[src/rtl/fpm_pkg.sv]
// Purpose: shared constants and types for the front panel menu controller
// Assumes: 100 MHz clock
// Notes:   gain held as signed dBu, item list kept short on purpose
package fpm_pkg;
    localparam int           CLK_HZ          = 100_000_000;
    localparam int           DEBOUNCE_MS     = 10;
    localparam int           DEBOUNCE_CYC    = CLK_HZ / 1000 * DEBOUNCE_MS;
    localparam int           RPT_DELAY_MS    = 500;
    localparam int           RPT_DELAY_CYC   = CLK_HZ / 1000 * RPT_DELAY_MS;
    localparam int           RPT_RATE_MS     = 100;
    localparam int           RPT_RATE_CYC    = CLK_HZ / 1000 * RPT_RATE_MS;
    localparam int           TICK_US         = 1; // ticks run in us here; 1000 gives ms
    localparam int           TICK_CYC        = CLK_HZ / 1_000_000 * TICK_US;
    localparam int           TICK_W          = 17;
    localparam int           MS_W            = 10;
    localparam logic [MS_W-1:0] DEBOUNCE_TICKS = MS_W'(DEBOUNCE_MS);
    localparam logic [MS_W-1:0] RPT_DELAY_TICKS = MS_W'(RPT_DELAY_MS);
    localparam logic [MS_W-1:0] RPT_RATE_TICKS  = MS_W'(RPT_RATE_MS);

    localparam int           NUM_SW          = 7;
    localparam int           SW_SET          = 0;
    localparam int           SW_DOWN         = 1;
    localparam int           SW_UP           = 2;
    localparam int           SW_RUN          = 3;
    localparam int           SW_RATE         = 4;
    localparam int           SW_CLKREF       = 5;
    localparam int           SW_POSREF       = 6;

    localparam int           ITEM_W          = 3;
    localparam logic [ITEM_W-1:0] ITEM_GEN_SETUP   = 3'h0;
    localparam logic [ITEM_W-1:0] ITEM_TC_GAIN     = 3'h1;
    localparam logic [ITEM_W-1:0] ITEM_SAMPLE_RATE = 3'h2;
    localparam logic [ITEM_W-1:0] ITEM_VIDEO_SYNC  = 3'h3;
    localparam logic [ITEM_W-1:0] ITEM_LAST        = 3'h3;

    localparam int           VAL_W           = 8;
    localparam logic signed [VAL_W-1:0] GAIN_STEP  = 8'sh03;
    localparam logic signed [VAL_W-1:0] GAIN_MIN   = -8'sh18;
    localparam logic signed [VAL_W-1:0] GAIN_MAX   = 8'sh09;
    localparam logic signed [VAL_W-1:0] GAIN_RESET = 8'sh00;
    localparam logic [VAL_W-1:0] GEN_MODE_LAST  = 8'h01;
    localparam logic [VAL_W-1:0] SRATE_LAST     = 8'h03;
    localparam logic [VAL_W-1:0] VSYNC_LAST     = 8'h01;

    localparam int           RATE_W          = 3;
    localparam logic [RATE_W-1:0] RATE_LAST     = 3'h5;
    localparam logic [RATE_W-1:0] RATE_DF_A     = 3'h2;
    localparam logic [RATE_W-1:0] RATE_DF_B     = 3'h4;
    localparam int           CREF_W          = 3;
    localparam logic [CREF_W-1:0] CREF_LAST     = 3'h4;

    localparam int           FIELD_W         = 2;
    localparam logic [FIELD_W-1:0] FIELD_HOURS  = 2'h0;

    typedef enum logic [1:0] {DISP_TC, DISP_NAME, DISP_VALUE} fpm_disp_type;
endpackage : fpm_pkg

[src/rtl/fpm_sw_if.sv]
// Purpose: carries debounced switch events from the switch conditioner
// Assumes: one clock domain
// Notes:   press and repeat are one-cycle pulses
`timescale 1ns/1ps
`default_nettype none
interface fpm_sw_if;
    import fpm_pkg::*;
    logic [NUM_SW-1:0] level;
    logic [NUM_SW-1:0] press;
    logic [NUM_SW-1:0] repeatStep;
    modport src (output level, press, repeatStep);
    modport dst (input  level, press, repeatStep);
endinterface : fpm_sw_if
`default_nettype wire

[src/rtl/fpm_switch.sv]
// Purpose: synchronise, debounce and edge-detect one front panel switch
// Assumes: tick is a one-cycle enable from the shared divider
// Notes:   repeat only fires while held past the first delay
`timescale 1ns/1ps
`default_nettype none
module fpm_switch
    import fpm_pkg::*;
(
    input  wire logic clk,
    input  wire logic rst,
    input  wire logic tick,
    input  wire logic rawPin,
    input  wire logic repeatEn,
    output logic      level,
    output logic      press,
    output logic      repeatStep
);
    logic [2:0]      sync;
    logic [MS_W-1:0] stableCnt;
    logic [MS_W-1:0] holdCnt;
    logic            held;

    always_ff @(posedge clk) begin
        if (rst) sync <= 3'h0;
        else     sync <= {sync[1:0], rawPin};
    end

    // a change counts only once the two later stages agree
    always_ff @(posedge clk) begin
        if (rst) begin
            held      <= 1'b0;
            stableCnt <= '0;
        end else if (sync[2] != sync[1] || sync[1] == held) begin
            stableCnt <= '0;
        end else if (tick) begin
            if (stableCnt == DEBOUNCE_TICKS - MS_W'(1)) begin
                held      <= sync[1];
                stableCnt <= '0;
            end else begin
                stableCnt <= stableCnt + MS_W'(1);
            end
        end
    end

    always_ff @(posedge clk) begin
        if (rst) begin
            level <= 1'b0;
            press <= 1'b0;
        end else begin
            level <= held;
            press <= held & ~level;
        end
    end

    always_ff @(posedge clk) begin
        if (rst || !held || !repeatEn) begin
            holdCnt    <= '0;
            repeatStep <= 1'b0;
        end else begin
            repeatStep <= 1'b0;
            if (tick) begin
                if (holdCnt == RPT_DELAY_TICKS) begin
                    holdCnt    <= RPT_DELAY_TICKS - RPT_RATE_TICKS;
                    repeatStep <= 1'b1;
                end else begin
                    holdCnt <= holdCnt + MS_W'(1);
                end
            end
        end
    end
endmodule : fpm_switch
`default_nettype wire

[src/rtl/fpm_front_panel.sv]
// Purpose: front panel menu controller of the synchronisation unit
// Assumes: raw switches active high, host writes are one-cycle strobes
// Notes:   values are committed only on the final set press
// Summary of operation
// - clock, position, rate chord exits lockout
// - set in time code shows names
// - set on name shows its value
// - set on value commits, back to time code
// - up/down step through parameter names
// - up/down step values, not committed
// - up+down together tabs time code field
// - run/stop toggles generator in preset mode
// - clear resets counter in time code view
// - elsewhere run/stop/clear cancels the edit
// - holding up/down auto-repeats the step
// - name view starts on last or setup item
// - gain steps by 3 dBu
// - rate switch cycles rates, lights drop frame
// - clock reference switch cycles sources
// - omitted items have no menu entry
// - host frame rate write is adopted
// - lockout ignores switches except the chord, lights indicator
// - gain limited to -24..+9 dBu
`timescale 1ns/1ps
`default_nettype none
module fpm_front_panel
    import fpm_pkg::*;
(
    input  wire logic                       clk,
    input  wire logic                       rst,
    input  wire logic [fpm_pkg::NUM_SW-1:0] rawSwitch,
    input  wire logic                       lockoutSet,
    input  wire logic                       lockoutClear,
    input  wire logic                       hostRateWrite,
    input  wire logic [fpm_pkg::RATE_W-1:0] hostRate,
    input  wire logic                       presetMode,
    output fpm_pkg::fpm_disp_type           dispState,
    output logic [fpm_pkg::ITEM_W-1:0]      itemSel,
    output logic [fpm_pkg::VAL_W-1:0]       editValue,
    output logic [fpm_pkg::FIELD_W-1:0]     editField,
    output logic                            tcEditing,
    output logic                            remoteOnly,
    output logic                            genRunning,
    output logic                            counterClear,
    output logic [fpm_pkg::RATE_W-1:0]      frameRate,
    output logic                            drop_frame_indicator,
    output logic [fpm_pkg::CREF_W-1:0]      clockRef,
    output logic                            posRefStep,
    output logic [fpm_pkg::VAL_W-1:0]       genSetupMode,
    output logic signed [fpm_pkg::VAL_W-1:0] tcGain,
    output logic [fpm_pkg::VAL_W-1:0]       sampleRate,
    output logic [fpm_pkg::VAL_W-1:0]       videoSync
);
    import fpm_pkg::*;

    fpm_sw_if sw ();

    logic [TICK_W-1:0] tickCnt;
    logic              tick;
    logic              scrollRepeat;

    always_ff @(posedge clk) begin
        if (rst || tick) tickCnt <= '0;
        else             tickCnt <= tickCnt + TICK_W'(1);
    end
    assign tick = (tickCnt == TICK_W'(TICK_CYC - 1));

    // repeat disabled while both held so a tab never scrolls too
    assign scrollRepeat = !(sw.level[SW_UP] && sw.level[SW_DOWN]);

    genvar g;
    generate
        for (g = 0; g < NUM_SW; g++) begin : gSw
            fpm_switch uSw (
                .clk        (clk),
                .rst        (rst),
                .tick       (tick),
                .rawPin     (rawSwitch[g]),
                .repeatEn   ((g == SW_UP || g == SW_DOWN) && scrollRepeat),
                .level      (sw.level[g]),
                .press      (sw.press[g]),
                .repeatStep (sw.repeatStep[g])
            );
        end
    endgenerate

    logic chord;
    logic active;
    logic setEv;
    logic upEv;
    logic downEv;
    logic tabEv;
    logic runEv;

    assign chord  = sw.level[SW_CLKREF] && sw.level[SW_POSREF] && sw.level[SW_RATE];
    assign active = !remoteOnly;
    assign tabEv  = active && tcEditing && sw.level[SW_UP] && sw.level[SW_DOWN]
                    && (sw.press[SW_UP] || sw.press[SW_DOWN]);
    assign setEv  = active && sw.press[SW_SET];
    assign upEv   = active && !tabEv && (sw.press[SW_UP] || sw.repeatStep[SW_UP]);
    assign downEv = active && !tabEv && (sw.press[SW_DOWN] || sw.repeatStep[SW_DOWN]);
    assign runEv  = active && sw.press[SW_RUN];

    // lockout: set wins over the chord
    always_ff @(posedge clk) begin
        if (rst)                      remoteOnly <= 1'b0;
        else if (lockoutSet)          remoteOnly <= 1'b1;
        else if (chord || lockoutClear) remoteOnly <= 1'b0;
    end

    function automatic logic [VAL_W-1:0] stepVal(
        input logic [ITEM_W-1:0] item,
        input logic [VAL_W-1:0]  v,
        input logic              up
    );
        logic [VAL_W-1:0]        last;
        logic signed [VAL_W-1:0] s;
        last = '0;
        s    = signed'(v);
        if (item == ITEM_TC_GAIN) begin
            if (up) s = (s > GAIN_MAX - GAIN_STEP) ? GAIN_MAX : s + GAIN_STEP;
            else    s = (s < GAIN_MIN + GAIN_STEP) ? GAIN_MIN : s - GAIN_STEP;
            return unsigned'(s);
        end
        unique case (item)
            ITEM_GEN_SETUP:   last = GEN_MODE_LAST;
            ITEM_SAMPLE_RATE: last = SRATE_LAST;
            default:          last = VSYNC_LAST;
        endcase
        if (up) return (v >= last) ? '0 : v + VAL_W'(1);
        return (v == '0) ? last : v - VAL_W'(1);
    endfunction : stepVal

    logic [VAL_W-1:0] storedVal;
    always_comb begin
        unique case (itemSel)
            ITEM_GEN_SETUP:   storedVal = genSetupMode;
            ITEM_TC_GAIN:     storedVal = unsigned'(tcGain);
            ITEM_SAMPLE_RATE: storedVal = sampleRate;
            default:          storedVal = videoSync;
        endcase
    end

    logic commit;
    assign commit = setEv && dispState == DISP_VALUE;

    // display machine
    always_ff @(posedge clk) begin
        if (rst) begin
            dispState <= DISP_TC;
        end else begin
            unique case (dispState)
                DISP_TC:    if (setEv) dispState <= DISP_NAME;
                DISP_NAME:  if (setEv) dispState <= DISP_VALUE;
                            else if (runEv) dispState <= DISP_TC;
                DISP_VALUE: if (setEv || runEv) dispState <= DISP_TC;
                default:    dispState <= DISP_TC;
            endcase
        end
    end

    // item stays as last chosen so the name view reopens on it
    always_ff @(posedge clk) begin
        if (rst) begin
            itemSel <= ITEM_GEN_SETUP;
        end else if (dispState == DISP_NAME) begin
            // omitted items simply have no code in this list
            if (upEv)        itemSel <= (itemSel == ITEM_LAST) ? '0 : itemSel + ITEM_W'(1);
            else if (downEv) itemSel <= (itemSel == '0) ? ITEM_LAST : itemSel - ITEM_W'(1);
        end
    end

    always_ff @(posedge clk) begin
        if (rst) begin
            editValue <= '0;
        end else if (dispState == DISP_NAME) begin
            editValue <= storedVal;
        end else if (dispState == DISP_VALUE) begin
            if (upEv)        editValue <= stepVal(itemSel, editValue, 1'b1);
            else if (downEv) editValue <= stepVal(itemSel, editValue, 1'b0);
        end
    end

    // store changes only on commit, so cancel keeps the old value
    always_ff @(posedge clk) begin
        if (rst) begin
            genSetupMode <= '0;
            tcGain       <= GAIN_RESET;
            sampleRate   <= '0;
            videoSync    <= '0;
        end else if (commit) begin
            unique case (itemSel)
                ITEM_GEN_SETUP:   genSetupMode <= editValue;
                ITEM_TC_GAIN:     tcGain       <= signed'(editValue);
                ITEM_SAMPLE_RATE: sampleRate   <= editValue;
                default:          videoSync    <= editValue;
            endcase
        end
    end

    // time code field entry is open in the time code view in preset mode while the generator is stopped
    always_ff @(posedge clk) begin
        if (rst) tcEditing <= 1'b0;
        else     tcEditing <= presetMode && !genRunning && dispState == DISP_TC;
    end

    always_ff @(posedge clk) begin
        if (rst || !tcEditing) editField <= FIELD_HOURS;
        else if (tabEv)        editField <= editField + FIELD_W'(1);
    end

    always_ff @(posedge clk) begin
        if (rst)                                     genRunning <= 1'b0;
        else if (!presetMode)                        genRunning <= 1'b0;
        else if (runEv && dispState == DISP_TC)      genRunning <= !genRunning;
    end

    always_ff @(posedge clk) begin
        if (rst) counterClear <= 1'b0;
        else     counterClear <= runEv && dispState == DISP_TC && !presetMode;
    end

    // host write wins over a front panel press in the same cycle
    always_ff @(posedge clk) begin
        if (rst) begin
            frameRate <= '0;
        end else if (hostRateWrite) begin
            frameRate <= (hostRate > RATE_LAST) ? RATE_LAST : hostRate;
        end else if (active && sw.press[SW_RATE]) begin
            frameRate <= (frameRate == RATE_LAST) ? '0 : frameRate + RATE_W'(1);
        end
    end

    always_ff @(posedge clk) begin
        if (rst) drop_frame_indicator <= 1'b0;
        else     drop_frame_indicator <= frameRate == RATE_DF_A || frameRate == RATE_DF_B;
    end

    always_ff @(posedge clk) begin
        if (rst)                                clockRef <= '0;
        else if (active && sw.press[SW_CLKREF]) clockRef <= (clockRef == CREF_LAST) ? '0
                                                            : clockRef + CREF_W'(1);
    end

    always_ff @(posedge clk) begin
        if (rst) posRefStep <= 1'b0;
        else     posRefStep <= active && sw.press[SW_POSREF];
    end
endmodule : fpm_front_panel
`default_nettype wire

[config.mk]
export PLATFORM = sky130hd
export DESIGN_NAME = fpm_front_panel
export DESIGN_NICKNAME = d
export VERILOG_FILES = /design/src/rtl/fpm_pkg.sv /design/src/rtl/fpm_sw_if.sv /design/src/rtl/fpm_switch.sv /design/src/rtl/fpm_front_panel.sv
export SDC_FILE = /design/constraint.sdc
export NUM_CORES = 1
export LEC_CHECK = 0
export BUFFER_PORTS_ARGS = -buffer_cell sky130_fd_sc_hd__buf_2
export CAP_MARGIN = 0
export CORE_MARGIN = 1.5
export CORE_UTILIZATION = 60
export CTS_BUF_LIST = sky130_fd_sc_hd__clkbuf_8
export DETAILED_ROUTE_END_ITERATION = 10
export GPL_TIMING_DRIVEN = 1
export PLACE_DENSITY = 0.8
export SLEW_MARGIN = 5
export SYNTH_ARGS = -nofsm -noshare
export SYNTH_HDL_FRONTEND = slang
export SYNTH_SLANG_ARGS = --single-unit
[constraint.sdc]
create_clock -name clk -period 6.2 [get_ports clk]
set_input_delay 0.62 -clock clk [delete_from_list [all_inputs] [get_ports clk]]
set_output_delay 0.62 -clock clk [all_outputs]
set_load 0.01 [all_outputs]
======== Yosys cells after proc, flatten, opt, wreduce, memory -nomap -nowiden ========
Index checks and enable logic that the tools add are counted.
storage, ports and cells
  bits in registers ....................... 210
  output and inout port bits .............. 59
  word-level logic and storage cells ...... 281
cells by class
  reductions and logical operators ........ 79
  equality and inequality tests ........... 36
  mux-type cells .......................... 63
  $lt $le $gt $ge ......................... 4
  bitwise logic cells ..................... 24
  $add $sub $neg .......................... 19
operators by type and width
  cell                                                                              count
  8-bit 2-to-1 mux                                                                  19
  10-bit by 1-bit adder with 10-bit output (second input constant)                  9
  10-bit 2-to-1 mux                                                                 9
  10-bit by 4-bit == test with 1-bit output (second input constant)                 7
  3-bit 2-to-1 mux                                                                  9
  8-bit case mux with 3 select lines                                                1
  3-bit AND reduction                                                               8
  10-bit by 9-bit == test with 1-bit output (second input constant)                 2
  1-bit logical AND                                                                 20
  2-bit OR reduction                                                                10
  1-bit logical OR                                                                  19
  1-bit 2-to-1 mux                                                                  19
  17-bit by 1-bit adder with 17-bit output (second input constant)                  1
  17-bit by 7-bit == test with 1-bit output (second input constant)                 1
  1-bit inverter                                                                    17
  2-bit AND reduction                                                               6
  2-bit 2-to-1 mux                                                                  5
  3-bit by 1-bit adder with 3-bit output (second input constant)                    3
  3-bit by 2-bit == test with 1-bit output (second input constant)                  3
  3-bit == test (second input constant)                                             3
  8-bit by 1-bit adder with 8-bit output (second input constant)                    1
  8-bit by 3-bit adder with 8-bit output (second input constant)                    1
  8-bit >= comparator                                                               1
  8-bit by 4-bit greater-than comparator with 1-bit output (second input constant)  1
  23 further kinds                                                                  50

======== Longest topological paths before layout ========
Gate-level depths: netlist of run 1.
  depth after elaboration ................. 24
  mapped depth ............................ 10
  mapped depth without buffers ............ 9

======== Cells and area by module ========
Synthesis of run 1 repeated with hierarchy kept, for this count alone.
second synthesis, totals
  cell total of the unflattened synthesis .. 1,397
  area total of the unflattened synthesis .. 12,585.8 um2
by module, submodules not included
  module           seq. area each (um2)  instances  area each (um2)  cells an instance
  fpm_switch       540.5                 7          1,209.9          129
  fpm_front_panel  1,521.5               1          4,116.4          494

======== Least setup slack after synthesis of run 1 ========
Ideal clock, no wire load.
  path kind ............................... flip-flop to flip-flop
  from .................................... register itemSel[0] (netlist bit)
  to ...................................... register editValue[2] (netlist bit)
  slack ................................... 3,777 ps
  setup time .............................. 92 ps
  cell stages (with the launch flop) ...... 11
  arrival ................................. 2,331 ps
  required time ........................... 6,108 ps
  cell sequence ........................... dfxtp_1 -> inv_1 -> ha_1 -> clkbuf_1 -> nand2b_1 -> ha_1 -> a211o_1 -> nor4_4 -> a2bb2oi_1 -> o221a_1 -> o32ai_1
on the way
  cells in the longest elaborated chain, start to end .. 14
  elaborated cells on any way between the ends .. 29
RTL lines
  item                                      line                                            source
  from (decl)                               fpm_front_panel.sv:38                           output logic [fpm_pkg::ITEM_W-1:0] itemSel,
  from (signal assigned)                    fpm_front_panel.sv:168                          if (upEv) itemSel <= (itemSel == ITEM_LAST) ? '0 : itemSel + ITEM_W'(1);
  from (signal assigned)                    fpm_front_panel.sv:169                          else if (downEv) itemSel <= (itemSel == '0) ? ITEM_LAST : itemSel - ITEM_W'(1);
  3-bit by 2-bit == test with 1-bit output  fpm_front_panel.sv:125, fpm_front_panel.sv:136
  2-bit 2-to-1 mux                          fpm_front_panel.sv:125                          unique case (item)
  8-bit 2-to-1 mux                          fpm_front_panel.sv:125
  8-bit 2-to-1 mux                          fpm_front_panel.sv:179                          if (upEv) editValue <= stepVal(itemSel, editValue, 1'b1);
  8-bit 2-to-1 mux                          fpm_front_panel.sv:178                          end else if (dispState == DISP_VALUE) begin
  8-bit 2-to-1 mux                          fpm_front_panel.sv:176                          end else if (dispState == DISP_NAME) begin
  8-bit 2-to-1 mux                          fpm_front_panel.sv:174                          if (rst) begin
  8-bit >= comparator                       fpm_front_panel.sv:130                          if (up) return (v >= last) ? '0 : v + VAL_W'(1);
  8-bit 2-to-1 mux                          fpm_front_panel.sv:130
  8-bit 2-to-1 mux                          fpm_front_panel.sv:131                          return (v == '0) ? last : v - VAL_W'(1);
  8-bit 2-to-1 mux                          fpm_front_panel.sv:125
  8-bit 2-to-1 mux                          fpm_front_panel.sv:179
  8-bit 2-to-1 mux                          fpm_front_panel.sv:178
  8-bit 2-to-1 mux (*)                      fpm_front_panel.sv:176
  to (signal assigned)                      fpm_front_panel.sv:177                          editValue <= storedVal;
  to (signal assigned)                      fpm_front_panel.sv:179
  to (signal assigned)                      fpm_front_panel.sv:180                          else if (downEv) editValue <= stepVal(itemSel, editValue, 1'b0);
  to (decl)                                 fpm_front_panel.sv:39                           output logic [fpm_pkg::VAL_W-1:0] editValue,
Every way passes the cells marked *; elsewhere a longest branch is shown, timed or not. The select of a mux whose other input is x is not followed.
A chain may end at the register's enable or synchronous reset.

======== Final worst setup path of run 1 ========
  from .................................... register itemSel[1] (netlist bit)
  to ...................................... register editValue[2] (netlist bit)
The elaborated chain is that of the path after synthesis.

==> summary.md, run 1 <==
| Metric | Value |
|---|---|
| Status | `complete, no violations` |
| Seq/Total Area, Yosys | `42.55%` |
| Post-synthesis net count | `1207` |
| Hold path cells | `2` |
| MaxCap Viol Count | `0` |
| Inserted Diodes | `0` |
| CTS tree | `yes` |
| Largest stage delay, worst path | `between 0.7 and 0.8 ns` |
| Detailed Route WL | `between 20 and 25 mm` |
| Bufs and invs on worst path | `1` |
| Synthesis Warnings | `0` |
| Effective utilization at floorplan | `about three fifths` |
| Starting DRT DRC Count | `a little over 600` |
| Clock buffer depth | `3` |
| Mapped cell area | `9881 sq um` |
| Clk sinks | `210` |
| Hold_ws | `0.3037 ns` |
| H-Tree Depth | `2` |
| Syn-to-layout area delta | `11.66%` |
| Final instance area | `11030 sq um` |
| Hold Path Sink | `counterClear` |
| Synthesized area per cell | `approximately 8.5 sq um` |
| Setup tns final | `0 ns` |
| Min cycle time layout | `~3.1 ns` |
| Antenna viol nets, final | `0` |
| Final Max Slew Viols | `0` |
| Clock skew | `between 0.01 and 0.015 ns` |
| Hpwl dp | `14.13 mm` |
| Initial antenna violation count | `0` |
| CP delay by family, top | `compound AO/OA/AOI/OAI gates` |
| WP data arrival | `between 3 and 4 ns` |
| NumNets Final | `between 1000 and 1500` |
| Reg2reg start | `itemSel[1]` |
| Leakage dissipation | `0.003847 uW` |
| Worst Setup Start Kind | `flip-flop` |
| Ports | `75` |
| Final Hold Fails | `0` |
| Worst VDD drop | `~0.00017 V` |
| Placed cell areas | `10350 sq um` |
| Post-CTS sizing | `0` |
| Fmax | `around 0.32 GHz` |
| Overflow after GRT | `0` |
| Largest net degree at the start of global routing | `73` |
| Element type at the critical path end | `flip-flop` |
| First-pass GRT wire length | `between 30 and 40 mm` |
| Count of state elements after synthesis | `210` |
| Clock Pin Slew Worst Setup and Hold Paths | `0.06 ns` |
| Ys async rst share | `0%` |
| Drt first pass iters | `8` |
| GPL Wtd Cong | `between 0.9 and 1` |
| Seq. cell area | `4204 sq um` |
| EDFF count, synth | `0` |
| Die area | `17250 sq um` |
| Classification of the worst setup path | `flip-flop to flip-flop` |
| Vias in the first global route | `7641` |
| Core ar. | `between 15000 and 20000 sq um` |
| CP Launch Point | `itemSel[1]` |
| Synth unique cells | `64` |
| Hold Crit Class | `primary input to flip-flop` |
| R2r setup slk | `~3 ns` |
| Latest clock arrival within the worst-skew pair | `around 0.5 ns` |
| Area of the multi-input gates | `5299 sq um` |
| Hold_sp | `presetMode` |
| Final period utilization | `roughly 50%` |
| Critical path peak fanout | `15` |
| Worst slew margin | `a little under a third` |
| Post-synth top flop | `dfxtp_1` |
| Cells after Synth | `approximately 1200` |
| Die H | `between 100 and 150 microns` |
| Reg2reg path depth | `7` |
| Proportion of layout cells with a drive suffix above 1 | `12.06%` |
| FP Rows | `46` |
| Slew @ Worst Pin | `roughly 1.0 ns` |
| All-Layer GR Usage | `24.13%` |
| Cell Chain, Critical Path | `inv_1 -> ha_1 -> nor2b_1 -> o221ai_1 -> a2bb2oi_1 -> o221a_1 -> o32ai_1` |
| Post-CTS setup buffers | `0` |
| CP max-delay cell | `nor2b_1` |
| Fillers | `1328` |
| Port Buf Inserts | `74` |
| Critical Path RT | `around 6.6 ns` |
| Root Buffer Master | `clkbuf_8` |
| Pwr dens | `233.8 nW/um^2` |
| Vias | `between 8000 and 9000` |
| Cts bufs inserted | `35` |
| Die Wd | `approximately 130 microns` |
| WL/cell | `between 10 and 15 microns` |
| RSZ-0062 raised after global routing | `no` |
| Final setup fails | `0` |
| CTS Hold Bufs | `0` |
| FF-to-FF End | `editValue[2]` |
| Drc violations | `0` |
| Post-DR vias/cell | `roughly 5.6` |
[worst max path at each step]
stage	endpoint	slack [ns]	cells after the start
after floorplan	editValue[2]	3.78	10
after global placement	editValue[2]	3.33	7
after detailed placement	editValue[2]	3.19	7
after CTS	editValue[2]	3.17	7
after global routing	editValue[2]	2.93	7
final	editValue[2]	3.08	7
[per-layer routing]
layer	share of wire, %	GRT usage [%]	up-vias
met5	0	0	-
met4	2.5	10.86	0
met3	6.0	4.398	47
met2	45	37.48	262
met1	46	32.84	3778
li1	-	-	4161
[cell families (layout without fill, tap and decap cells)]
kind of cell               Yosys count  count (layout)  synth area share, %
AOI/OAI and AO/OA                  165             165                10.95
xor gates and xnor gates           105             105                9.307
adders and majority gates           35              35                4.407
buffers and inverters               96             183                3.837
DFF                                210             210                42.55
muxes                               26              26                2.634
and+or+nand+nor                    520             520                26.31
[cells in the mapped netlist, types with 27 or more instances]
| library cell | n | area, sq um |
|---|---|---|
| ha_1 | 34 | 425.4 |
| nand4_1 | 34 | 212.7 |
| nor4_1 | 38 | 237.7 |
| inv_1 | 43 | 161.4 |
| nand3_1 | 27 | 135.1 |
| xor2_1 | 31 | 271.5 |
| dfxtp_1 | 210 | 4204 |
| nor2_1 | 188 | 705.7 |
| nor3_1 | 35 | 175.2 |
| nor2b_1 | 41 | 256.5 |
| clkbuf_1 | 39 | 146.4 |
| o21ai_0 | 35 | 175.2 |
| a21oi_1 | 46 | 230.2 |
| xnor2_1 | 74 | 648.1 |
| nand2_1 | 83 | 311.6 |
[report_power, final]
group	switching (uW)	leakage, uW	internal (uW)
logic	23.1	0.00177	15.0
registers	8.66	0.00170	1360
clock network	532	0.000384	641
[worst register-to-register path, stage by stage (launching register included)]
cell       delay [ns]
dfxtp_1          0.34
inv_1            0.12
ha_1             0.51
nor2b_1          0.80
o221ai_1         0.48
a2bb2oi_1        0.24
o221a_1          0.25
o32ai_1          0.28
[state kept, by name (all words and copies together), names as in the netlist]
register              flops
frameRate                 3
genRunning                1
drop_frame_indicator      1
gSw.uSw.held              7
tcGain                    8
tcEditing                 1
dispState                 2
clockRef                  3
videoSync                 8
gSw.uSw.level             7
counterClear              1
posRefStep                1
gSw.uSw.holdCnt          20
gSw.uSw.sync             21
editValue                 8
gSw.uSw.repeatStep        2
sampleRate                8
itemSel                   3
gSw.uSw.stableCnt        70
tickCnt                  17
remoteOnly                1
genSetupMode              8
editField                 2
gSw.uSw.press             7
[through the flow]
step	total power [uW]	utilization [%]	std cells	setup WS (ns)
floorplan	1421	-	1157	3.777
global placement	1435	64.68	1400	3.334
detailed placement	1436	64.68	1400	3.194
CTS	2611	68.96	1460	3.166
global route	2679	68.96	1460	2.926
finish	2580	68.96	1460	3.083
[layout by cell type, fill, tap and decap left out, types with 5 or more instances in the layout]
master    count
buf_4         6
buf_2        73
nand3b_1      8
xnor2_1      74
a21oi_1      46
o31ai_1       5
or2_2         5
o21ai_0      35
clkinv_2      8
o21ai_1       6
ha_1         34
inv_1        49
nand2_1      83
nor4_1       38
and3_1        6
dfxtp_1     210
mux2i_1      26
nand3_1      27
and2_1        5
a211oi_1     17
a222oi_1      8
nor3b_1      12
or3_1         5
nor4b_1       8
nand4_1      34
nor2b_1      41
nor2_1      188
nand2b_1     10
clkbuf_8     44
xor2_1       31
nor3_1       35
[cell type report]
type	count	area share, %
well taps	216	2.450
repair buffers	79	3.720
inverters	44	1.497
clock buffers	44	5.489
flip-flops and latches	210	38.10
clock inverters	16	0.7144
multi-input cells	851	48.03
Note: power is estimated with default switching activity, not from simulation.
==> inputs of run 2 (changes only) <==
ABC_AREA = 1   (was unset)
PLACE_DENSITY = 0.79   (was 0.8)
clock period = 3 ns   (was 6.2 ns; I/O delays follow)
==> run 2 against run 1 <==
Net effect:
- cell area increased by 9.9%
- clock skew barely moved
- sequential power grew 110%
- worst hold slack worse by 0.28 ns
- critical path type unchanged
- critical endpoint unchanged
==> summary.md, run 2 <==
| Metric | Value |
|---|---|
| Vias | `10390 (was 8248)` |
| Most common cell after layout, fill and taps aside | `nand2_1 (was dfxtp_1)` |
| CP delay by family, top | `simple AND/OR/NAND/NOR gates (was compound AO/OA/AOI/OAI gates)` |
| Largest net degree at the start of global routing | `41 (was 73)` |
| Switching share of power | `22.49% (was 21.85%)` |
| Worst slew margin | `57.61% (was 31.73%)` |
| Vias in the first global route | `9368 (was 7641)` |
| Synth top area cells | `dfxtp_1, nand2_1, nor2_1 (was dfxtp_1, nor2_1, xnor2_1)` |
| Drt first pass iters | `5 (was 8)` |
| Ys async rst share | `0% (unchanged)` |
| Element type at the critical path end | `flip-flop (unchanged)` |
| Mapped cell area | `10720 sq um (was 9881 sq um)` |
| Top Registers | `gSw.uSw.stableCnt x70, gSw.uSw.sync x21, gSw.uSw.holdCnt x20 (unchanged)` |
| Final setup fails | `0 (unchanged)` |
| Logic pwr share | `1.8% (was 1.5%)` |
| Post-DR vias/cell | `5.413 (was 5.649)` |
| Hold Crit Class | `primary input to flip-flop (unchanged)` |
| Leakage dissipation | `0.004857 uW (was 0.003847 uW)` |
| Post-CTS setup buffers | `0 (unchanged)` |
| Classification of the worst setup path | `flip-flop to flip-flop (unchanged)` |
| Register share of total power | `49.0% (was 53.0%)` |
| GPL Wtd Cong | `0.9577 (was 0.9378)` |
| Final cell count without fillers | `1919 (was 1460)` |
| Proportion of layout cells with a drive suffix above 1 | `10.09% (was 12.06%)` |
| CTS Hold Bufs | `9 (was 0)` |
| Post-synthesis net count | `1629 (was 1207)` |
| Root Buffer Master | `clkbuf_8 (unchanged)` |
| NumNets Final | `1716 (was 1271)` |
| Initial antenna violation count | `0 (unchanged)` |
| Detailed Route WL | `25.30 mm (was 21.02 mm)` |
| Tot Pwr | `5766 uW (was 2580 uW)` |
| CP max-delay cell | `dfxtp_1 (was nor2b_1)` |
| Synthesized area per cell | `6.788 sq um (was 8.540 sq um)` |
| P_int | `4469 uW (was 2016 uW)` |
| Post-layout util | `69.83% (was 68.96%)` |
| CTS tree | `yes (unchanged)` |
| Final Max Slew Viols | `0 (unchanged)` |
| Worst Setup Start Kind | `flip-flop (unchanged)` |
| Setup tns final | `0 ns (unchanged)` |
| Placed insts | `1843 (was 1400)` |
| Ports | `75 (unchanged)` |
| Port Buf Inserts | `74 (unchanged)` |
| EDFF count, synth | `0 (unchanged)` |
| Bufs and invs on worst path | `3 (was 1)` |
| FP Rows | `48 (was 46)` |
| Die Wd | `136.7 microns (was 131.3 microns)` |
| Critical path peak fanout | `10 (was 15)` |
| WP depth | `13 (was 7)` |
| Seq/Total Area, Yosys | `39.22% (was 42.55%)` |
| MaxCap Viol Count | `0 (unchanged)` |
| Inserted Diodes | `0 (unchanged)` |
| First-pass GRT wire length | `41.89 mm (was 35.38 mm)` |
| Clock Pin Slew Worst Setup and Hold Paths | `0.06 ns (about the same)` |
| Cells after Synth | `1579 (was 1157)` |
| Post-CTS sizing | `0 (unchanged)` |
| Status | `complete, no violations (unchanged)` |
| Synth top area share | `39.22% (was 42.55%)` |
| Drc violations | `0 (unchanged)` |
| Hold_ws | `0.02776 ns (was 0.3037 ns)` |
| Commonest cells post-synth | `nand2_1, nor2_1, dfxtp_1 (was dfxtp_1, nor2_1, nand2_1)` |
| Most flop-heavy register | `gSw.uSw.stableCnt (unchanged)` |
| Cts bufs inserted | `37 (was 35)` |
| Slew @ Worst Pin | `0.6352 ns (was 1.020 ns)` |
| Hold path cells | `3 (was 2)` |
| Cell Chain, Critical Path | `inv_1 -> ha_1 -> inv_1 -> nor2_4 -> inv_1 -> ha_1 -> nand2_1 -> nand3b_1 -> nor2_1 -> nand3b_1 -> nand3_1 -> nand3_1 -> a21oi_1 (was inv_1 -> ha_1 -> nor2b_1 -> o221ai_1 -> a2bb2oi_1 -> o221a_1 -> o32ai_1)` |
| Critical Path RT | `3.46 ns (was 6.61 ns)` |
| Min cycle time layout | `2.199 ns (was 3.117 ns)` |
| Leading area contributor after synthesis | `dfxtp_1 (unchanged)` |
| Overflow after GRT | `0 (unchanged)` |
| Fmax | `0.4548 GHz (was 0.3208 GHz)` |
| Most frequent cell after synthesis | `nand2_1 (was dfxtp_1)` |
| Effective utilization at floorplan | `61.76% (was 61.75%)` |
| Count of state elements after synthesis | `210 (unchanged)` |
| Max reg flops | `70 (unchanged)` |
| Largest stage delay, worst path | `0.36 ns (was 0.79 ns)` |
| Latest clock arrival within the worst-skew pair | `0.54 ns (was 0.51 ns)` |
| Core ar. | `17360 sq um (was 16000 sq um)` |
| Reg2reg path depth | `13 (was 7)` |
| Pwr dens | `475.7 nW/um^2 (was 233.8 nW/um^2)` |
| Synth unique cells | `42 (was 64)` |
| Synthesis Warnings | `0 (unchanged)` |
| WP data arrival | `2.66 ns (was 3.53 ns)` |
| Die H | `136.7 microns (was 131.3 microns)` |
| Switching Power | `1297 uW (was 563.7 uW)` |
| H-Tree Depth | `2 (unchanged)` |
| Final Hold Fails | `0 (unchanged)` |
| Top cell by count, worst path | `inv_1` |
| Clk sinks | `210 (unchanged)` |
| All-Layer GR Usage | `27.09% (was 24.13%)` |
| RSZ-0062 raised after global routing | `no (unchanged)` |
| Die area | `18680 sq um (was 17250 sq um)` |
| Clock share of power | `49.2% (was 45.5%)` |
| Final period utilization | `73.29% (was 50.27%)` |
| Hpwl dp | `17.28 mm (was 14.13 mm)` |
| Post-synth top flop | `dfxtp_1 (unchanged)` |
| Syn-to-layout area delta | `13.07% (was 11.66%)` |
| Antenna viol nets, final | `0 (unchanged)` |
| Clock buffer depth | `3 (unchanged)` |
| Worst VDD drop | `0.0004258 V (was 0.0001748 V)` |
| Clock skew | `0.01194 ns (was 0.01158 ns)` |
| Starting DRT DRC Count | `734 (was 620)` |
| Most frequent cells in the layout | `nand2_1, nor2_1, dfxtp_1, inv_1, a21oi_1 (was dfxtp_1, nor2_1, nand2_1, xnor2_1, buf_2)` |
| WL/cell | `13.18 microns (was 14.40 microns)` |
==> run 2: cell types whose count changed after synthesis, moves of 26 or more <==
cell / change
nand2_1: +273
inv_1: +131
a21oi_1: +108
nand3_1: +106
xnor2_1: -64
nor2b_1: -41
nor2_1: +33
o21ai_0: +30
clkbuf_1: -27
mux2i_1: -26
==> run 2: cell families after synthesis <==
group           share of synthesized area (%)
simple gates                            33.23
compound gates                          11.99
buf+inv                                 8.568
flops                                   39.22
xor+xnor                                3.023
fa+ha+maj                               3.969
==> run 2: final cells by class <==
type	count	area, sq um
Clock buffer	48	660.6
Clock inverter	19	146.4
Fill cell	1507	5236
Inverter	185	698.2
Multi-Input combinational cell	1141	5597
Sequential cell	210	4204
Tap cell	225	281.5
Timing Repair Buffer	91	533.0
==> run 2: worst min-delay path, cell delays in order <==
cell     delay, ns
buf_2         0.11
nand2_1       0.05
a21oi_1       0.06
==> run 2: worst paths after layout <==
path | end | startpoint | slack (ns)
worst max-delay path | editValue[2] | itemSel[0] | 0.80
worst min-delay path | frameRate[2] | hostRate[2] | 0.03
worst max register to register | editValue[2] | itemSel[0] | 0.80
worst min register to register | gSw[0].uSw.press | gSw[0].uSw.level | 0.40
==> run 2: power by group through the flow <==
| stage | Combinational (uW) | Sequential [uW] | Clock [uW] |
|---|---|---|---|
| 3_3_place_gp | 91.0 | 2880 | 0 |
| 6_report | 103 | 2820 | 2840 |
| 4_1_cts | 102 | 2820 | 2880 |
| 5_1_grt | 115 | 2820 | 3000 |
| 3_5_place_dp | 92.6 | 2880 | 0 |
| 2_1_floorplan | 56.5 | 2880 | 0 |
==> run 2: per-stage QoR <==
stage,cell area (sq um),worst slack (ns)
5_1_grt,12120,0.5500
3_3_place_gp,11220,0.9038
4_1_cts,12120,0.7969
3_5_place_dp,11220,0.8127
2_1_floorplan,10720,1.046
6_report,12120,0.8013
==> run 2: metal layers <==
layer | global-route usage [%] | vias up | wire, microns
met3 | 4.519 | 65 | 1389
met4 | 11.47 | 0 | 803
met1 | 33.88 | 4738 | 11110
met5 | 0 | - | 0
li1 | - | 5295 | -
met2 | 46.06 | 289 | 12000
==> inputs of run 3 (changes only) <==
ABC_AREA = 0   (was 1)
PLACE_DENSITY = 0.8   (was 0.79)
clock period = 2.1 ns   (was 3 ns; I/O delays follow)
==> run 3 against run 2 <==
Net effect:
- routed wire length decreased by 8.1%
- sequential power increased by 43%
- register-to-register slack got worse by 0.77 ns
- cell count decreased by 21%
- power increased by 32%
- die area decreased by 7.7%
- critical path depth decreased by 6
- core utilization increased by 3.3 points
- largest cell class unchanged
==> summary.md, run 3 (synthesis results as in run 1) <==
| Metric | Value |
|---|---|
| Min cycle time layout | `2.073 ns (was 2.199 ns)` |
| Clock share of power | `45.1% (was 49.2%)` |
| Hold path cells | `3 (unchanged)` |
| Final period utilization | `98.69% (was 73.29%)` |
| Detailed Route WL | `23.25 mm (was 25.30 mm)` |
| Hold Path Sink | `frameRate[0] (was frameRate[2])` |
| Worst VDD drop | `0.0006194 V (was 0.0004258 V)` |
| Final Max Slew Viols | `0 (unchanged)` |
| Slew @ Worst Pin | `0.6281 ns (was 0.6352 ns)` |
| NumNets Final | `1331 (was 1716)` |
| Initial antenna violation count | `1 (was 0)` |
| Most frequent cells in the layout | `dfxtp_1, nor2_1, nand2_1, xnor2_1, buf_2 (was nand2_1, nor2_1, dfxtp_1, inv_1, a21oi_1)` |
| Largest stage delay, worst path | `0.49 ns (was 0.36 ns)` |
| Die Wd | `131.3 microns (was 136.7 microns)` |
| Worst Setup Start Kind | `flip-flop (unchanged)` |
| P_int | `5916 uW (was 4469 uW)` |
| Top Registers | `gSw.uSw.stableCnt x70, gSw.uSw.sync x21, gSw.uSw.holdCnt x20 (unchanged)` |
| Vias in the first global route | `7905 (was 9368)` |
| Switching share of power | `22.42% (was 22.49%)` |
| Antenna viol nets, final | `0 (unchanged)` |
| Cell Chain, Critical Path | `inv_1 -> ha_1 -> or3b_2 -> o21ai_0 -> nor2_1 -> a211oi_1 -> o32ai_2 (was inv_1 -> ha_1 -> inv_1 -> nor2_4 -> inv_1 -> ha_1 -> nand2_1 -> nand3b_1 -> nor2_1 -> nand3b_1 -> nand3_1 -> nand3_1 -> a21oi_1)` |
| Post-layout util | `73.10% (was 69.83%)` |
| Critical path peak fanout | `5 (was 10)` |
| Syn-to-layout area delta | `18.37% (was 13.07%)` |
| MaxCap Viol Count | `0 (unchanged)` |
| FF-to-FF End | `editValue[2] (unchanged)` |
| Critical Path RT | `2.52 ns (was 3.46 ns)` |
| Fmax | `0.4825 GHz (was 0.4548 GHz)` |
| Register share of total power | `52.9% (was 49.0%)` |
| Proportion of layout cells with a drive suffix above 1 | `16.78% (was 10.09%)` |
| Largest net degree at the start of global routing | `73 (was 41)` |
| Final Hold Fails | `0 (unchanged)` |
| Seq. cell area | `4209 sq um (was 4204 sq um)` |
| Element type at the critical path end | `flip-flop (unchanged)` |
| RSZ-0062 raised after global routing | `yes (was no)` |
| Hold Crit Class | `primary input to flip-flop (unchanged)` |
| Ports | `75 (unchanged)` |
| Vias | `8680 (was 10390)` |
| WP data arrival | `2.49 ns (was 2.66 ns)` |
| Final setup fails | `0 (unchanged)` |
| Cts bufs inserted | `35 (was 37)` |
| Effective utilization at floorplan | `61.75% (was 61.76%)` |
| Port Buf Inserts | `74 (unchanged)` |
| Hold_sp | `hostRate[0] (was hostRate[2])` |
| GPL Wtd Cong | `0.8952 (was 0.9577)` |
| Drc violations | `0 (unchanged)` |
| Core ar. | `16000 sq um (was 17360 sq um)` |
| First-pass GRT wire length | `37.00 mm (was 41.89 mm)` |
| Die H | `131.3 microns (was 136.7 microns)` |
| Post-DR vias/cell | `5.707 (was 5.413)` |
| Dpl ws | `-0.04458 ns (was 0.8127 ns)` |
| Worst path setup slack after routing | `0.02744 ns (was 0.8013 ns)` |
| CTS tree | `yes (unchanged)` |
| WL/cell | `15.28 microns (was 13.18 microns)` |
| R2r setup slk | `0.03 ns (was 0.80 ns)` |
| Switching Power | `1710 uW (was 1297 uW)` |
| Logic pwr share | `1.9% (was 1.8%)` |
| Reg2reg path depth | `7 (was 13)` |
| Inserted Diodes | `0 (unchanged)` |
| All-Layer GR Usage | `25.39% (was 27.09%)` |
| Placed insts | `1444 (was 1843)` |
| Worst slew margin | `57.74% (was 57.61%)` |
| Overflow after GRT | `0 (unchanged)` |
| Most flop-heavy register | `gSw.uSw.stableCnt (unchanged)` |
| CP max-delay cell | `or3b_2 (was dfxtp_1)` |
| Leakage dissipation | `0.004160 uW (was 0.004857 uW)` |
| Area of the multi-input gates | `5448 sq um (was 5597 sq um)` |
| Drt first pass iters | `5 (unchanged)` |
| Status | `complete, no violations (unchanged)` |
| Reg2reg start | `editValue[0] (was itemSel[0])` |
| Fillers | `1263 (was 1507)` |
| Hpwl dp | `15.15 mm (was 17.28 mm)` |
| H-Tree Depth | `2 (unchanged)` |
| Pwr dens | `652.0 nW/um^2 (was 475.7 nW/um^2)` |
| Most common cell after layout, fill and taps aside | `dfxtp_1 (was nand2_1)` |
| Latest clock arrival within the worst-skew pair | `0.53 ns (was 0.54 ns)` |
| Max reg flops | `70 (unchanged)` |
| Die area | `17250 sq um (was 18680 sq um)` |
| Classification of the worst setup path | `flip-flop to flip-flop (unchanged)` |
| Starting DRT DRC Count | `739 (was 734)` |
| Clock Pin Slew Worst Setup and Hold Paths | `0.07 ns (was 0.06 ns)` |
| Clock buffer depth | `3 (unchanged)` |
| Clk sinks | `210 (unchanged)` |
| FP Rows | `46 (was 48)` |
| Root Buffer Master | `clkbuf_8 (unchanged)` |
| Final cell count without fillers | `1521 (was 1919)` |
| Clock skew | `0.02326 ns (was 0.01194 ns)` |
==> run 3: changes by cell type in the layout (fill, tap and decap cells not counted), moves of 40 or more <==
cell / delta
buf_4: +41
nand3_1: -106
inv_1: -129
xnor2_1: +64
a21oi_1: -108
nor2b_1: +40
nand2_1: -273
==> run 3: layout make-up <==
class / count / area share, %
sequential: 210 / 35.99
clock inverter: 22 / 1.102
timing repair buffer: 139 / 7.980
multi-input combinational: 851 / 46.58
tap: 216 / 2.311
clock buffer: 39 / 4.589
inverter: 44 / 1.455
==> run 3: worst max path at each step <==
stage / slack (ns) / to / cells after the start / start
global route: -0.04 / editValue[3] / 7 / dispState[0]
finish: 0.03 / editValue[2] / 7 / editValue[0]
CTS: 0.004 / gSw[1].uSw.stableCnt[9] / 7 / tickCnt[0]
floorplan: -0.01 / editValue[2] / 10 / itemSel[0]
global placement: 0.02 / editValue[2] / 9 / itemSel[0]
detailed placement: -0.04 / editValue[2] / 9 / itemSel[0]
==> run 3: metrics by stage <==
step                cell area (sq um)   TNS (ns)  total power [uW]  hold WS, ns
floorplan                        9906  -0.009937              4195       0.2871
global placement                10720          0              4243       0.3711
detailed placement              10720   -0.04458              4246       0.3755
CTS                             11560          0              7690      0.03182
global route                    11700    -0.2825              7896      0.05486
finish                          11700          0              7626      0.05569
==> run 3: timing repair <==
action                     CTS  global route
gates cloned                 0             1
hold buffers                14             0
pin swaps                    0             2
setup endpoints to repair    4            66
resized for setup            5            24
setup buffers                0             1
hold endpoints to repair    14             0
==> run 3: worst max-delay path, delay by kind of cell, from the launching register on <==
kind / cells / cell delay (ns)
adders and majority gates: 1 / 0.23
AOI/OAI and AO/OA: 3 / 0.68
and+or+nand+nor: 2 / 0.57
DFF: 1 / 0.32
buffers and inverters: 1 / 0.16
==> run 3: per-layer routing <==
| metal | routed length [microns] | GRT usage [%] | part of all wire (%) |
|---|---|---|---|
| met1 | 10250 | 33.06 | 44 |
| met2 | 10770 | 40.95 | 46 |
| met3 | 1577 | 5.594 | 6.8 |
| met4 | 642 | 10.43 | 2.8 |
| met5 | 9 | 0 | 0.039 |
==> run 3: power by group through the flow <==
stage	Sequential (uW)	Combinational, uW	Clock (uW)
after floorplan	4120	74.4	0
after global placement	4120	121	0
after detailed placement	4120	124	0
after CTS	4040	145	3510
after global routing	4040	162	3700
final	4040	147	3440
